## config.mk

```make
export PLATFORM = sky130hd
export DESIGN_NAME = tcb_timer
export DESIGN_NICKNAME = d
export VERILOG_FILES = /design/src/verilog/tcb_pkg.sv /design/src/verilog/tcb_capcmp.sv /design/src/verilog/tcb_edge.sv /design/src/verilog/tcb_timer.sv
export SDC_FILE = /design/constraint.sdc
export NUM_CORES = 1
export LEC_CHECK = 0
export ABC_AREA = 1
export ABC_CLOCK_PERIOD_IN_PS = 4400
export BUFFER_PORTS_ARGS = -buffer_cell sky130_fd_sc_hd__buf_2
export CELL_PAD_IN_SITES_DETAIL_PLACEMENT = 1
export CELL_PAD_IN_SITES_GLOBAL_PLACEMENT = 1
export CORE_MARGIN = 4
export CORE_UTILIZATION = 35
export CTS_BUF_LIST = sky130_fd_sc_hd__clkbuf_4 sky130_fd_sc_hd__clkbuf_8 sky130_fd_sc_hd__clkbuf_16
export CTS_CLUSTER_SIZE = 24
export DETAILED_ROUTE_END_ITERATION = 8
export PLACE_DENSITY = 0.74
export SYNTH_ARGS = -nofsm -noshare
export SYNTH_HDL_FRONTEND = slang
export SYNTH_SLANG_ARGS = --single-unit
```

## constraint.sdc

```tcl
create_clock -name clk_sys -period 4.4 [get_ports clk_sys]
set_input_delay 0.44 -clock clk_sys [delete_from_list [all_inputs] [get_ports clk_sys]]
set_output_delay 0.44 -clock clk_sys [all_outputs]
set_load 0.1 [all_outputs]
```

## src/verilog/tcb_pkg.sv

```systemverilog
/*
 package for the 16-bit rollover timer with capture/compare time base:
 widths, reset values, state encodings and compare modes.
 assumes nothing of its surroundings.
*/
package tcb_pkg;
   localparam int TCB_W = 16;
   localparam logic [15:0] TCB_CNT_RST = 16'h0000;
   localparam logic [15:0] TCB_CNT_MAX = 16'hffff;
   localparam int TCB_BYTE_W = 8;
   localparam int TCB_LO_LSB = 0;
   localparam int TCB_HI_LSB = 8;
   // clock source selection
   localparam logic [1:0] TCB_CLK_INSTR = 2'h0;
   localparam logic [1:0] TCB_CLK_EXT = 2'h1;
   localparam logic [1:0] TCB_CLK_SOSC = 2'h2;
   // capture/compare unit modes
   typedef enum logic [3:0] {
      TCB_MODE_OFF = 4'h1,
      TCB_MODE_CAPTURE = 4'h2,
      TCB_MODE_COMPARE = 4'h4,
      TCB_MODE_SPECIAL = 4'h8
   } tcb_mode_t;
   // power states for sleep and wake
   typedef enum logic [2:0] {
      TCB_RUN = 3'h1,
      TCB_SLEEP = 3'h2,
      TCB_WAKE = 3'h4
   } tcb_pwr_t;
endpackage

```

## src/verilog/tcb_capcmp.sv

```systemverilog
/*
 capture/compare value pair: capture copy, compare match, special event.
 assumes the count and capture event are synchronous to clk_sys.
*/
`timescale 1ns/100ps
module tcb_capcmp (
   // clock and reset
   input wire logic clk_sys,
   input wire logic rst,
   // configuration
   input wire tcb_pkg::tcb_mode_t mode,
   input wire logic capture_event,
   // software access to value pair
   input wire logic [7:0] capcmp_wdata,
   input wire logic capcmp_value_low_we,
   input wire logic capcmp_value_high_we,
   // time base
   input wire logic [15:0] count,
   // results
   output logic [7:0] capcmp_value_low,
   output logic [7:0] capcmp_value_high,
   output logic match_pulse,
   output logic special_clear
);
   import tcb_pkg::*;
   logic [15:0] val_q;
   logic [15:0] val_d;
   logic hit_q;
   logic hit_d;
   logic hit_now;
   always_comb begin
      val_d = val_q;
      if (mode == TCB_MODE_CAPTURE && capture_event) begin
         val_d = count;
      end
      if (capcmp_value_low_we) begin
         val_d[TCB_LO_LSB +: TCB_BYTE_W] = capcmp_wdata;
      end
      if (capcmp_value_high_we) begin
         val_d[TCB_HI_LSB +: TCB_BYTE_W] = capcmp_wdata;
      end
   end
   // match is edge qualified so a held equal value fires once
   assign hit_now = (mode == TCB_MODE_COMPARE || mode == TCB_MODE_SPECIAL)
      && (count == val_q);
   always_comb begin
      hit_d = hit_now;
   end
   always_ff @(posedge clk_sys or posedge rst) begin
      if (rst) begin
         val_q <= TCB_CNT_RST;
         hit_q <= 1'b0;
      end else begin
         val_q <= val_d;
         hit_q <= hit_d;
      end
   end
   assign match_pulse = hit_now & ~hit_q;
   // value pair acts as the period in special event mode
   assign special_clear = match_pulse && mode == TCB_MODE_SPECIAL;
   assign capcmp_value_low = val_q[TCB_LO_LSB +: TCB_BYTE_W];
   assign capcmp_value_high = val_q[TCB_HI_LSB +: TCB_BYTE_W];
endmodule

```

## src/verilog/tcb_edge.sv

```systemverilog
/*
 edge picker: turns a synchronous tick level into a one-cycle step pulse.
 assumes the tick input is already synchronous to clk_sys.
*/
`timescale 1ns/100ps
module tcb_edge (
   // clock and reset
   input wire logic clk_sys,
   input wire logic rst,
   // tick in, pulse out
   input wire logic tick_in,
   output logic step_out
);
   import tcb_pkg::*;
   logic prev_q;
   logic prev_d;
   always_comb begin
      prev_d = tick_in;
   end
   always_ff @(posedge clk_sys or posedge rst) begin
      if (rst) begin
         prev_q <= 1'b0;
      end else begin
         prev_q <= prev_d;
      end
   end
   assign step_out = tick_in & ~prev_q;
endmodule

```

## src/verilog/tcb_timer.sv

```systemverilog
/*
 16-bit rollover timer with interrupt gating, sleep wake and a
 capture/compare time base.
 assumes all inputs synchronous to clk_sys; external and secondary clock
 ticks arrive as levels sampled here, the cpu drives sleep_mode.
*/
`timescale 1ns/100ps
////////////////////////////////////////////////////////////////////////////
// Contract
// - count up in two bytes, wrap from ffff to 0000
// - set rollover flag on every wrap from maximum to zero
// - request interrupt only with run, rollover, peripheral, global enables
// - flag holds until software writes it to zero
// - count in sleep only in async mode from external or secondary source
// - overflow in sleep wakes if rollover and peripheral enables set; vector to service if global enable set
// - secondary oscillator keeps running in sleep regardless of sync bit
// - capture mode copies count into value pair on capture event
// - compare mode raises event when value pair equals count
// - special event trigger clears both counter bytes
// - special event trigger never sets the rollover flag
// - value pair acts as timer period in special event mode
// - counter byte write beats a coincident special event clear
module tcb_timer (
   // clock and reset
   input wire logic clk_sys,
   input wire logic rst,
   // timer control
   input wire logic timer_run,
   input wire logic sync_disable,
   input wire logic [1:0] clock_source_select,
   input wire logic secondary_osc_enable,
   // clock ticks
   input wire logic instr_tick,
   input wire logic ext_clk,
   input wire logic sosc_clk,
   // interrupt enables
   input wire logic rollover_irq_enable,
   input wire logic peripheral_irq_enable,
   input wire logic global_irq_enable,
   // software writes
   input wire logic [7:0] wdata,
   input wire logic count_low_byte_we,
   input wire logic count_high_byte_we,
   input wire logic rollover_flag_we,
   input wire logic capcmp_value_low_we,
   input wire logic capcmp_value_high_we,
   // capture/compare unit
   input wire tcb_pkg::tcb_mode_t capcmp_mode,
   input wire logic capture_event,
   // power
   input wire logic sleep_mode,
   // status
   output logic [7:0] count_low_byte,
   output logic [7:0] count_high_byte,
   output logic rollover_flag,
   output logic rollover_irq,
   output logic [7:0] capcmp_value_low,
   output logic [7:0] capcmp_value_high,
   output logic capcmp_event,
   output logic sosc_running,
   output logic wake,
   output logic vector_req
);
   import tcb_pkg::*;
   ////////////////////////////////////////////////////////////////////////
   logic [15:0] cnt_q;
   logic [15:0] cnt_d;
   logic flag_q;
   logic flag_d;
   tcb_pwr_t pwr_q;
   tcb_pwr_t pwr_d;
   logic src_level;
   logic src_step;
   logic async_ok;
   logic may_count;
   logic inc;
   logic wrap;
   logic sp_clear;
   logic sw_write;
   logic [15:0] cnt_plus;
   logic [16:0] carry;
   logic [1:0] lane_we;
   logic [15:0] cnt_wr;
   logic [1:0] sel_q;
   logic [1:0] sel_d;
   logic sel_moved;
   logic step_ok;
   ////////////////////////////////////////////////////////////////////////
   // clock source selection; the secondary oscillator stays up in sleep
   // whatever the sync setting, only its enable stops it
   assign sosc_running = secondary_osc_enable;
   always_comb begin
      if (clock_source_select == TCB_CLK_EXT) begin
         src_level = ext_clk;
      end else if (clock_source_select == TCB_CLK_SOSC) begin
         src_level = sosc_clk & secondary_osc_enable;
      end else begin
         src_level = instr_tick;
      end
   end
   tcb_edge u_edge (
      .clk_sys(clk_sys),
      .rst(rst),
      .tick_in(src_level),
      .step_out(src_step)
   );
   // the mux can show a rising level the moment the source changes; that
   // is a tick of neither clock, so a step in that cycle is dropped
   always_comb begin
      sel_d = clock_source_select;
   end
   always_ff @(posedge clk_sys or posedge rst) begin
      if (rst) begin
         sel_q <= TCB_CLK_INSTR;
      end else begin
         sel_q <= sel_d;
      end
   end
   assign sel_moved = sel_q != clock_source_select;
   assign step_ok = src_step && !sel_moved;
   // in sleep only asynchronous counting from the external or secondary source survives
   assign async_ok = sync_disable && clock_source_select != TCB_CLK_INSTR;
   assign may_count = (pwr_q != TCB_SLEEP) || async_ok;
   assign inc = timer_run && step_ok && may_count;
   // ripple carry per bit; the carry out of the top bit is the wrap
   assign carry[0] = 1'b1;
   for (genvar b = 0; b < TCB_W; b++) begin : g_inc
      assign cnt_plus[b] = cnt_q[b] ^ carry[b];
      assign carry[b + 1] = carry[b] & cnt_q[b];
   end
   assign wrap = inc && carry[TCB_W];
   assign sw_write = count_low_byte_we | count_high_byte_we;
   // one write lane per counter byte
   assign lane_we = {count_high_byte_we, count_low_byte_we};
   for (genvar l = 0; l < TCB_W / TCB_BYTE_W; l++) begin : g_lane
      assign cnt_wr[l * TCB_BYTE_W +: TCB_BYTE_W] = lane_we[l] ? wdata
         : cnt_q[l * TCB_BYTE_W +: TCB_BYTE_W];
   end
   ////////////////////////////////////////////////////////////////////////
   tcb_capcmp u_capcmp (
      .clk_sys(clk_sys),
      .rst(rst),
      .mode(capcmp_mode),
      .capture_event(capture_event),
      .capcmp_wdata(wdata),
      .capcmp_value_low_we(capcmp_value_low_we),
      .capcmp_value_high_we(capcmp_value_high_we),
      .count(cnt_q),
      .capcmp_value_low(capcmp_value_low),
      .capcmp_value_high(capcmp_value_high),
      .match_pulse(capcmp_event),
      .special_clear(sp_clear)
   );
   ////////////////////////////////////////////////////////////////////////
   // counter: write beats special clear beats increment
   always_comb begin
      cnt_d = cnt_q;
      if (inc) begin
         cnt_d = cnt_plus;
      end
      if (sp_clear) begin
         cnt_d = TCB_CNT_RST;
      end
      if (sw_write) begin
         cnt_d = cnt_wr;
      end
   end
   // flag: hardware set wins over a software clear in the same cycle;
   // the special event clear is not a wrap and never sets it
   always_comb begin
      flag_d = flag_q;
      if (rollover_flag_we) begin
         flag_d = wdata[0];
      end
      if (wrap && !sp_clear && !sw_write) begin
         flag_d = 1'b1;
      end
   end
   ////////////////////////////////////////////////////////////////////////
   // sleep and wake sequencing
   always_comb begin
      pwr_d = pwr_q;
      case (pwr_q)
         TCB_RUN: begin
            if (sleep_mode) begin
               pwr_d = TCB_SLEEP;
            end
         end
         TCB_SLEEP: begin
            if (wrap && timer_run && rollover_irq_enable
                  && peripheral_irq_enable) begin
               pwr_d = TCB_WAKE;
            end else if (!sleep_mode) begin
               pwr_d = TCB_RUN;
            end
         end
         TCB_WAKE: begin
            pwr_d = TCB_RUN;
         end
         default: begin
            pwr_d = TCB_RUN;
         end
      endcase
   end
   always_ff @(posedge clk_sys or posedge rst) begin
      if (rst) begin
         cnt_q <= TCB_CNT_RST;
         flag_q <= 1'b0;
         pwr_q <= TCB_RUN;
      end else begin
         cnt_q <= cnt_d;
         flag_q <= flag_d;
         pwr_q <= pwr_d;
      end
   end
   ////////////////////////////////////////////////////////////////////////
   assign count_low_byte = cnt_q[TCB_LO_LSB +: TCB_BYTE_W];
   assign count_high_byte = cnt_q[TCB_HI_LSB +: TCB_BYTE_W];
   assign rollover_flag = flag_q;
   assign rollover_irq = flag_q && timer_run && rollover_irq_enable
      && peripheral_irq_enable && global_irq_enable;
   // wake resumes the next instruction; vectoring needs the global enable
   assign wake = pwr_q == TCB_WAKE;
   assign vector_req = wake && global_irq_enable;
endmodule
```

# After elaboration in Yosys (flattened, before gate mapping)
# Index checks and enable logic that the tools add are counted.
# word_totals
ff_bits	40
in_bits	32
out_inout_bits	38
# op_classes
n_eq_ne	15
muxes	16
n_bitwise	37
n_reduce_logical	31
# op_table
cell	count
two-way mux 16 bit	4
two-way mux 8 bit	4
bitwise AND 1 bit	18
logical AND 1 bit	18
== test 16 bit	1
XOR 1 bit	15
two-way mux 3 bit	3
nonzero test 2 bit	4
!= test 2 bit, second input constant	3
one-hot mux 3 bit (2 select lines)	1
AND reduction 2 bit	3
== test 4 x 2 -> 1 bit, second input constant	1
== test 4 x 3 -> 1 bit, second input constant	1
== test 4 bit, second input constant	1
two-way mux 1 bit	4
== test 3 x 1 -> 1 bit, second input constant	1
== test 3 x 2 -> 1 bit, second input constant	1
== test 3 bit, second input constant	1
zero test 1 bit	3
!= test 3 x 2 -> 1 bit, second input constant	1
!= test 3 bit, second input constant	1
NOT 1 bit	3
nonzero test 3 bit	1
== test 2 x 1 -> 1 bit, second input constant	1
4 further kinds	5

# Logic depth before layout (Yosys ltp)
# Gate-level depths: netlist of the first run.
# depth
word_depth	21
depth_mapped	21
depth_no_buf	21

# Modules after synthesis
# From an unflattened synthesis of the first run, not the netlist that was laid out.
# unflattened
cells_unflattened	345
hier_area_um2	2693.8
# modules_own_cells
module	n_inst	cells_per_inst	area_each_um2
tcb_timer	1	165	1493.9
tcb_capcmp	1	176	1161.1
tcb_edge	1	4	38.8

# Worst setup path after synthesis of the first run
# OpenSTA, ideal clock, no wires.
# synth_timing
path_kind	reg2reg
from	register cnt_q[0]
to	register pwr_q[1]
setup_ps	117
arrival_ps	4016
path_slack_ps	268
path_stages_with_launch	22
period_less_slack_ps	4132
cell_sequence	dfrtp_1 ha_1 ha_1 ha_1 ha_1 ha_1 ha_1 ha_1 ha_1 ha_1 ha_1 ha_1 ha_1 ha_1 ha_1 ha_1 nand4_1 nand2_1 nand2_1 o21ai_0 nand2_1 nand2_1
# synth_via
elab_chain_cells	21
# synth_lines
element	line_no	source
start: declaration	tcb_timer.sv:66	logic [15:0] cnt_q;
start signal: assignment	tcb_timer.sv:211	cnt_q <= cnt_d;
bitwise AND 1 bit * (15 in series)	tcb_timer.sv:129	assign carry[b + 1] = carry[b] & cnt_q[b];
logical AND 1 bit *	tcb_timer.sv:131	assign wrap = inc && carry[TCB_W];
logical AND 1 bit * (2 in series)	tcb_timer.sv:190	if (wrap && timer_run && rollover_irq_enable
logical AND 1 bit *	tcb_timer.sv:191	&& peripheral_irq_enable) begin
two-way mux 3 bit / != test 3 bit (equally long branches)	n/a	
one-hot mux 3 bit (2 select lines) / AND reduction 2 bit (equally long branches)	n/a	
end signal: assignment	tcb_timer.sv:213	pwr_q <= pwr_d;
end: declaration	tcb_timer.sv:70	tcb_pwr_t pwr_q;
# Every way passes the cells marked *; elsewhere a longest branch is shown, timed or not.
# A chain may end at the register's enable or synchronous reset.

# Worst setup path in the final report of the first run
# Ends and elaborated chain as after synthesis.

==> results of run 1 <==
==> area by class of cell <==
cell class,count,area (um^2),area share (%)
sequential,40,1002,32.01
tap,99,123.9,3.957
clock inverter,3,18.77,0.5995
multi-input combinational,278,1410,45.04
clock buffer,5,68.82,2.198
inverter,41,153.9,4.916
timing repair buffer,70,352.8,11.27
==> stage by stage <==
step / area [um^2] / utilization [%] / power [mW] / setup WS [ns]
after global placement: 3043 / 41.95 / 1.042 / 0.6661
after global routing: 3131 / 43.16 / 1.376 / 0.3183
after detailed placement: 3043 / 41.95 / 1.057 / 0.5324
after CTS: 3131 / 43.16 / 1.310 / 0.5131
final: 3131 / 43.16 / 1.301 / 0.5141
after floorplan: 2609 / - / 0.9209 / 0.2676
==> cell usage in the layout (no fill, tap or decap), drive strengths merged <==
cell and n:
ha 15, and2 1, inv 38, a21oi 2
buf 70, clkbuf 5, o211ai 10, nor2 29
o22ai 1, a211oi 1, nor3b 3, xor2 1
dfrtp 39, dfstp 1, o21a 1, clkinv 6
a31oi 6, or2 1, nand2 137, nor3 5
xnor2 5, o21ai 13, nand3 41, nand4 6
==> worst register-to-register path: stages, from the launching register on <==
cell and delay, ns:
dfrtp_1 0.45, ha_1 0.24, ha_1 0.18, ha_1 0.19
ha_1 0.18, ha_1 0.19, ha_1 0.18, ha_1 0.18
ha_1 0.18, ha_1 0.18, ha_1 0.18, ha_1 0.18
ha_1 0.18, ha_1 0.18, ha_1 0.19, ha_1 0.20
nand4_1 0.15, nand2_1 0.08, nand2_1 0.06, o21ai_0 0.10
nand2_1 0.09, nand2_1 0.05
==> final timing paths <==
| kind | startpoint | to | slack (ns) | cells past startpoint |
|---|---|---|---|---|
| setup / recovery | cnt_q[0] | pwr_q[1] | 0.51 | 21 |
| hold / removal | rst | u_capcmp.val_q[12] | 0.27 | 3 |
| setup reg to reg | cnt_q[0] | pwr_q[1] | 0.51 | 21 |
| hold reg to reg | pwr_q[2] | pwr_q[0] | 0.54 | 3 |
| max in group asynchronous | rst | pwr_q[0] | 3.76 | 3 |
| min in group clk_sys | clock_source_select[0] | sel_q[0] | 0.27 | 1 |
==> sequential cells by signal, indices dropped and copies added, names as in the netlist <==
signal / cells
pwr_q: 3
u_edge.prev_q: 1
u_capcmp.hit_q: 1
u_capcmp.val_q: 16
cnt_q: 16
rollover_flag: 1
sel_q: 2
==> cell families (layout without fill, tap and decap cells) <==
kind of cell,count (synthesis),count (layout)
AND/OR/NAND/NOR,223,223
buffers and inverters,49,119
flip-flops,40,40
AO/OA/AOI/OAI,34,34
adder cells (fa/ha/maj),15,15
XOR/XNOR,6,6
==> routing by layer <==
layer	share of wire [%]	GRT usage (%)	vias to the layer above	wire length [um]
li1	-	-	1328	-
met1	44	25.51	1265	3723
met2	50	36.41	64	4203
met3	4.9	3.108	12	414
met4	1.5	5.295	0	127
met5	0	0	-	0
==> power groups by stage <==
stage / Sequential [mW] / Clock, mW / Combinational [mW]
detailed placement: 0.483 / 0 / 0.574
floorplan: 0.738 / 0 / 0.183
global placement: 0.479 / 0 / 0.563
CTS: 0.476 / 0.259 / 0.575
finish: 0.476 / 0.255 / 0.570
global route: 0.484 / 0.277 / 0.615
==> synth_stat cells (2+ instances only) <==
cell	number	share of area [%]
nor3b_1	3	0.86
nand4_1	5	1.2
nand3_1	41	7.9
clkbuf_1	5	0.72
clkinv_1	3	0.43
xnor2_1	5	1.7
nor2_1	27	3.9
nor3_1	5	0.96
inv_1	38	5.5
nand2_2	3	0.72
a21oi_1	2	0.38
o211ai_1	10	2.9
nand2_1	133	19
o21ai_0	13	2.5
ha_1	15	7.2
nor2_2	2	0.48
dfrtp_1	39	37
a31oi_1	6	1.4
==> impl_metrics.tcl, run 1 <==
set metrics [dict create \
    antenna_cells 0 \
    synthMuxAreaShare_pct 0 \
    htree_levels 2 \
    critPathMaxFanout 6 \
    ir_drop_mv 0.2027 \
    yosysWarnings 0 \
    cts_inserted_buffers 5 \
    grt_pass1_vias 2852 \
    synthXorXnorAreaFrac_pct 2.014 \
    grt_usage_pct 20.35 \
    synth_top_family_by_area "simple AND/OR/NAND/NOR gates" \
    rsz0062_at_grt "false" \
    dieArea_um2 8899 \
    grt_overflow_total 0 \
    hold_path.class "input port to asynchronous set/reset pin" \
    synth-simple-area-share_pct 36.83 \
    nFillCells 973 \
    syn_nets 414 \
    start_util_pct 35.97 \
    status "completed" \
    fin_skew_ns 0.009525 \
    slowest_stage "dfrtp_1" \
    synth-edff-count 0 \
    dp_hpwl_mm 6.785 \
    relSlewSlack_pct 49.86 \
    clkTransAtPathRegs_ns 0.09 \
    num_io_pins 70 \
    swShare_pct 50.49 \
    viasPerCell 4.979 \
    synthCells 367 \
    critPathKind "register to register" \
    dpl.cell_count 528 \
    fin_nets 483 \
    gp_congestion 0.7941 \
    worst_slew_pin_slew_ns 0.7512 \
    vias 2669 \
    power.leakage_nw 1.756 \
    slowest_delay_ns 0.45 \
    async_reset_ff_share_pct 100.0 \
    power.density_nw_per_um2 415.5 \
    crit_chain "ha_1, ha_1, ha_1, ha_1, ha_1, ha_1, ha_1, ha_1, ha_1, ha_1, ha_1, ha_1, ha_1, ha_1, ha_1, nand4_1, nand2_1, nand2_1, o21ai_0, nand2_1, nand2_1" \
    setup_violations 0 \
    seqPwrFrac_pct 36.6 \
    cp-start-kind "register" \
    synth_ff_type "dfrtp_1" \
    ctsHoldBuffers 0 \
    layoutNonFillerInstCount 536 \
    cpMostUsedCell "ha_1" \
    row_count 31 \
    grt_start_max_net_pins 41 \
    antenna_found_initial 0 \
    ys_ff_latch 40 \
    ctsResizeCount 0 \
    finalCriticalPeriod_ns 3.886 \
    p_sw_mw 0.6567 \
    tns_ns 0 \
    cts_tree "built" \
    area_growth_pct 20.00 \
    finalCritPeriodShare_pct 88.32 \
    first_iter_violations 80 \
    p_int_mw 0.6440 \
    hold_violations 0 \
    synth-adder-area-share_pct 7.194 \
    synth_cell_types 30 \
    pwr-share-clk_pct 19.6 \
    drt_wl_total_mm 8.468 \
    drc 0 \
    critical-path-top-delay-family "adder cells" \
    drive_gt1_share_pct 19.91 \
    max_cap_violations 0 \
    post_cts_buffers 0 \
    cts_root_buffer "clkbuf_8" \
    synth_area_um2 2609 \
    coreArea_um2 7253 \
    critical_path_buf_inv_count 0 \
    grt_pass1_wl_mm 14.18 \
    synth-seq-area-share_pct 38.42 \
    avgSynthCellArea_um2 7.108 \
    portBuffers 69 \
    die_y_um 94.34 \
    whs_ns 0.2677 \
    dieWidth_um 94.34 \
    finalMaxSlewViolations 0 \
    critPathRequiredTime_ns 4.60 \
    clk-insertion-delay-late_ns 0.30 \
    synth-compound-area-share_pct 8.010 \
    routedWlPerCell_um 15.80 \
    cts_buffer_depth 2 \
    drtAntennaViolNets 0 \
    combPwrFrac_pct 43.8 \
    max_freq_mhz 257.3 \
    arrival_ns 4.08 \
    worstSetupEndpointType "register" \
    clock_sinks 40 \
    dr.pass1.iters 4 \
]
No activity file was read; power rests on OpenSTA's default activity.
==> run 2: changes to the inputs <==
PLACE_DENSITY = 0.72   (was 0.74)
SYNTH_HIERARCHICAL = 1   (was unset)
==> run 2 against run 1 <==
  * Register-to-register slack better by 0.14 ns
  * Largest cell class unchanged
  * Hold slack better by 0.037 ns
  * Sequential share of layout area is 0.33 points lower
  * Power is 3.2% higher
  * Critical path depth stayed put
  * Critical path type unchanged
  * Critical endpoint is now pwr_q[0]
==> impl_metrics.tcl, run 2 <==
set metrics [dict create \
    power.total_mw 1.342 \
    row_count 31 \
    dpl_cell_area_um2 3055 \
    hold_path.class "input port to register" \
    avgSynthCellArea_um2 7.808 \
    synth_common_cells "nand2_1, inv_1, dfrtp_1" \
    cp-start-kind "register" \
    area_growth_pct 17.42 \
    rr_startpoint "cnt_q[1]" \
    vias 2464 \
    met2_length_mm 3.741 \
    top_regs "cnt_q (16), u_capcmp/val_q (16), pwr_q (3)" \
    status "completed" \
    first_iter_violations 72 \
    fin_skew_ns 0.003775 \
    utilization_pct 42.92 \
    synth_ff_type "dfrtp_1" \
    clkTransAtPathRegs_ns 0.08 \
    setup_violations 0 \
    finalMaxSlewViolations 0 \
    grt_pass1_vias 2576 \
    synthCells 345 \
    whs_ns 0.3051 \
    die_y_um 95.73 \
    highest_layer "met4" \
    dieWidth_um 95.73 \
    drive_gt1_share_pct 27.54 \
    async_reset_ff_share_pct 100.0 \
    synth-edff-count 0 \
    critPathMaxFanout 5 \
    grt_start_max_net_pins 23 \
    critPathKind "register to register" \
    cts_buffer_depth 2 \
    worst_slew_pin_slew_ns 0.9333 \
    synth_area_um2 2694 \
    critPathRequiredTime_ns 4.63 \
    post_cts_buffers 0 \
    arrival_ns 3.98 \
    layout_common_cells "nand2_1, buf_2, inv_1, dfrtp_1, nor2_1" \
    power.density_nw_per_um2 424.3 \
    syn_nets 392 \
    dieArea_um2 9164 \
    antenna_found_initial 0 \
    gp_congestion 0.8011 \
    routedWlPerCell_um 15.18 \
    synth_top_area_share_pct 36.23 \
    relSlewSlack_pct 37.71 \
    final_area_um2 3163 \
    min_from "clock_source_select[1]" \
    fin_nets 460 \
    synth_cell_types 34 \
    ys_ff_latch 40 \
    dpl.cell_count 504 \
    drc 0 \
    num_io_pins 70 \
    ir_drop_mv 0.1562 \
    start_util_pct 36.55 \
    cts_root_buffer "clkbuf_8" \
    portBuffers 69 \
    viasPerCell 4.803 \
    htree_levels 2 \
    rsz0062_at_grt "false" \
    worstSetupEndpointType "register" \
    final_common_cell "nand2_1" \
    dp_slack_ns 0.6543 \
    yosysWarnings 6 \
    dr_wl_met3_um 378 \
    layout_setup_ws_ns 0.6564 \
    tns_ns 0 \
    dr.pass1.iters 5 \
    synthTopCellsByArea "dfrtp_1, nand2_1, inv_1, ha_1, nor2_1" \
    layoutNonFillerInstCount 513 \
    min_path_cells 1 \
    hold_violations 0 \
    synth-seq-area-share_pct 37.20 \
    power.leakage_nw 1.705 \
    clk-insertion-delay-late_ns 0.30 \
    reg2reg_depth 21 \
    dp_hpwl_mm 6.223 \
    grt_pass1_wl_mm 12.78 \
    drt_wl_total_mm 7.789 \
    clock_sinks 40 \
    finalCriticalPeriod_ns 3.744 \
    max_freq_mhz 267.1 \
    antenna_cells 0 \
    whs_endpoint "sel_q[1]" \
    drtAntennaViolNets 0 \
    max_cap_violations 0 \
    synthMostInstantiatedCell "nand2_1" \
    grt_overflow_total 0 \
    coreArea_um2 7370 \
    grt_usage_pct 18.35 \
    r2r_end "pwr_q[0]" \
    ff2ff_setup_slack_ns 0.66 \
    finalCritPeriodShare_pct 85.08 \
    drt-met1-wl_mm 3.537 \
    synth_top_area_cell "dfrtp_1" \
    cts_inserted_buffers 5 \
    cts_tree "built" \
]
[run 2: kinds of logic after synthesis]
group	Yosys count	synth area share [%]
and+or+nand+nor	151	26.52
DFF	40	37.20
buffers and inverters	70	12.49
xor gates and xnor gates	1	0.3252
adders and majority gates	15	6.967
AOI/OAI and AO/OA	68	16.49
[run 2: report_power, final]
part,internal [mW],total [mW],switching [mW]
logic,0.119,0.586,0.467
clock network,0.141,0.278,0.137
registers,0.420,0.478,0.0582
total,0.680,1.34,0.662
[run 2: final cells by class]
| class | instances | area [um^2] |
|---|---|---|
| Tap cell | 99 | 123.9 |
| Sequential cell | 40 | 1002 |
| Multi-Input combinational cell | 235 | 1355 |
| Timing Repair Buffer | 70 | 355.3 |
| Clock buffer | 8 | 97.59 |
| Fill cell | 963 | 4207 |
| Inverter | 61 | 229.0 |
[run 2: worst max path at each step]
stage,from,end,depth (start not counted)
2_1_floorplan,cnt_q[0],pwr_q[0],21
3_3_place_gp,cnt_q[0],pwr_q[0],21
3_5_place_dp,cnt_q[0],pwr_q[1],19
4_1_cts,cnt_q[0],pwr_q[1],19
5_1_grt,cnt_q[0],pwr_q[0],21
6_report,cnt_q[1],pwr_q[0],21
[run 2: worst max-delay path, stage by stage (launching register included)]
cell and delay, ns:
dfrtp_1 0.46, ha_1 0.21, ha_1 0.17, ha_1 0.18, ha_1 0.18, ha_1 0.18, ha_1 0.18, ha_1 0.18
ha_1 0.18, ha_1 0.18, ha_1 0.19, ha_1 0.18, ha_1 0.18, ha_1 0.19, ha_1 0.18, ha_1 0.20
nand4_1 0.15, nand2_1 0.08, nand2_1 0.08, nand2_1 0.05, nand2_1 0.06, nand2_1 0.05
[run 2: routing by layer]
layer / GRT usage (%) / vias up
met1: 22.80 / 1164
met3: 2.971 / 10
met2: 32.25 / 60
met5: 0 / -
met4: 6.043 / 0
li1: - / 1230
[run 2: timing repair]
item	CTS	global route
hold endpoints to repair	1	0
gates resized for setup	0	0
hold buffers	1	0
==> run 3: changes to the inputs <==
ABC_AREA = unset   (was 1)
PLACE_DENSITY = 0.7   (was 0.72)
==> run 3 against run 2 <==
  * Die area is 9.7% lower
  * Setup slack worse by 0.098 ns
  * Combinational power is 12% lower
==> impl_metrics.tcl, run 3 <==
set metrics [dict create \
    dp_hpwl_mm 5.290 \
    reg2reg_depth 17 \
    synth-edff-count 0 \
    drive_gt1_share_pct 35.22 \
    layout_setup_ws_ns 0.5584 \
    grt_pass1_vias 2154 \
    tns_ns 0 \
    finalCritPeriodShare_pct 87.31 \
    grt_usage_pct 17.28 \
    final_common_cell "buf_2" \
    portBuffers 69 \
    synth_cell_types 41 \
    grt_pass1_wl_mm 11.36 \
    cp-start-kind "register" \
    dr.pass1.iters 4 \
    cts_inserted_buffers 5 \
    drc 0 \
    viasPerCell 5.333 \
    async_reset_ff_share_pct 100.0 \
    max_freq_mhz 260.3 \
    synth_ff_type "dfrtp_1" \
    worst_slew_pin_slew_ns 0.9441 \
    post_cts_buffers 0 \
    row_count 29 \
    antenna_cells 0 \
    routedWlPerCell_um 18.33 \
    r2r_end "cnt_q[15]" \
    power.leakage_nw 1.401 \
    syn_nets 279 \
    htree_levels 2 \
    ys_ff_latch 40 \
    yosysWarnings 6 \
    top_regs "cnt_q (16), u_capcmp/val_q (16), pwr_q (3)" \
    area_growth_pct 20.93 \
    dieArea_um2 8273 \
    coreArea_um2 6531 \
    synth_area_um2 2409 \
    num_io_pins 70 \
    grt_overflow_total 0 \
    grt_start_max_net_pins 23 \
    antenna_found_initial 0 \
    synth_top_area_share_pct 40.52 \
    rr_startpoint "cnt_q[0]" \
    drtAntennaViolNets 0 \
    clkTransAtPathRegs_ns 0.08 \
    synth_common_cells "dfrtp_1, a21oi_1, nand2_1" \
    clock_sinks 40 \
    dieWidth_um 90.96 \
    rsz0062_at_grt "false" \
    start_util_pct 36.88 \
    setup_violations 0 \
    layout_common_cells "buf_2, dfrtp_1, a21oi_1, nand2_1, nor2b_1" \
    synthCells 232 \
    cts_tree "built" \
    critPathMaxFanout 6 \
    synthMostInstantiatedCell "dfrtp_1" \
    arrival_ns 4.02 \
    power.density_nw_per_um2 430.9 \
    cts_root_buffer "clkbuf_8" \
    relSlewSlack_pct 36.99 \
    critPathKind "register to register" \
    max_cap_violations 0 \
    die_y_um 90.96 \
    critPathRequiredTime_ns 4.58 \
    gp_congestion 0.7634 \
    finalMaxSlewViolations 0 \
    worstSetupEndpointType "register" \
    hold_violations 0 \
    status "completed" \
    ff2ff_setup_slack_ns 0.56 \
    startpoint "cnt_q[0]" \
    drt_wl_total_mm 6.930 \
    ir_drop_mv 0.1671 \
    nFillCells 779 \
    hold_path.class "input port to register" \
    worstSetupEndpoint "cnt_q[15]" \
    dp_slack_ns 0.5650 \
    synth_top_area_cell "dfrtp_1" \
    first_iter_violations 112 \
    synthTopCellsByArea "dfrtp_1, ha_1, a21oi_1, mux2_2, a22o_1" \
    finalCriticalPeriod_ns 3.842 \
    fin_skew_ns 0.001937 \
    synth-seq-area-share_pct 41.61 \
    utilization_pct 44.60 \
    cts_buffer_depth 2 \
    clk-insertion-delay-late_ns 0.29 \
    avgSynthCellArea_um2 10.38 \
    vias 2016 \
    fin_nets 347 \
]
==> run 3: area by class of cell <==
cell class	count	area (um^2)	share of cell area, %
clock buffer	8	97.59	3.351
sequential	40	1002	34.41
multi-input combinational	177	1339	45.96
timing repair buffer	70	355.3	12.20
inverter	6	22.52	0.7732
tap	77	96.34	3.308
==> run 3: repair_timing <==
item                      in CTS  in global routing
gates resized for setup        0                  0
hold buffers                   1                  0
hold endpoints to repair       1                  0
==> run 3: metal layers <==
layer,vias up,part of all wire [%],track usage (%),routed length [um]
li1,959,-,-,-
met4,0,1.2,4.523,81
met1,1010,47,23.39,3278
met5,-,0,0,0
met3,6,3.1,2.893,213
met2,41,48,28.76,3357
==> run 3: kinds of logic (layout without fill, tap and decap cells) <==
| kind of cell | count (synthesis) | count (layout) | synth area share [%] |
|---|---|---|---|
| and+or+nand+nor | 67 | 67 | 16.36 |
| AOI/OAI and AO/OA | 58 | 58 | 16.05 |
| DFF | 40 | 40 | 41.61 |
| xor gates and xnor gates | 19 | 19 | 6.909 |
| muxes | 18 | 18 | 8.467 |
| adders and majority gates | 15 | 15 | 7.792 |
| buffers and inverters | 15 | 84 | 2.805 |
==> run 3: power by group <==
part / internal, mW / total [mW] / switching, mW
clock network: 0.140 / 0.268 / 0.128
registers: 0.413 / 0.471 / 0.0583
logic: 0.119 / 0.516 / 0.397
==> run 3: stage by stage <==
| step | power, mW | instance area [um^2] | hold WS (ns) | instances |
|---|---|---|---|---|
| 2_1_floorplan | 0.8815 | 2409 | 0.1687 | 232 |
| 3_3_place_gp | 0.9895 | 2805 | 0.2952 | 369 |
| 3_5_place_dp | 0.9979 | 2805 | 0.3051 | 369 |
| 4_1_cts | 1.270 | 2913 | 0.3116 | 378 |
| 5_1_grt | 1.317 | 2913 | 0.3097 | 378 |
| 6_report | 1.255 | 2913 | 0.3228 | 378 |
==> run 3: worst max-delay path, stage by stage (launching register included) <==
cell and delay, ns:
dfrtp_1 0.45, ha_1 0.23, ha_1 0.18, ha_1 0.18, ha_1 0.18, ha_1 0.18, ha_1 0.18, ha_1 0.18
ha_1 0.18, ha_1 0.18, ha_1 0.18, ha_1 0.17, ha_1 0.18, ha_1 0.18, ha_1 0.19, ha_1 0.27
a22o_1 0.19, mux2_2 0.26
==> run 3: worst min path at each step <==
| stage | startpoint | to | slack, ns | cells after the start |
|---|---|---|---|---|
| after floorplan | rst | u_edge/prev_q | 0.17 | 1 |
| after global placement | rst | u_edge/prev_q | 0.30 | 2 |
| after detailed placement | rst | u_edge/prev_q | 0.31 | 2 |
| after CTS | clock_source_select[0] | sel_q[0] | 0.31 | 1 |
| after global routing | clock_source_select[0] | sel_q[0] | 0.31 | 1 |
| final | clock_source_select[0] | sel_q[0] | 0.32 | 1 |
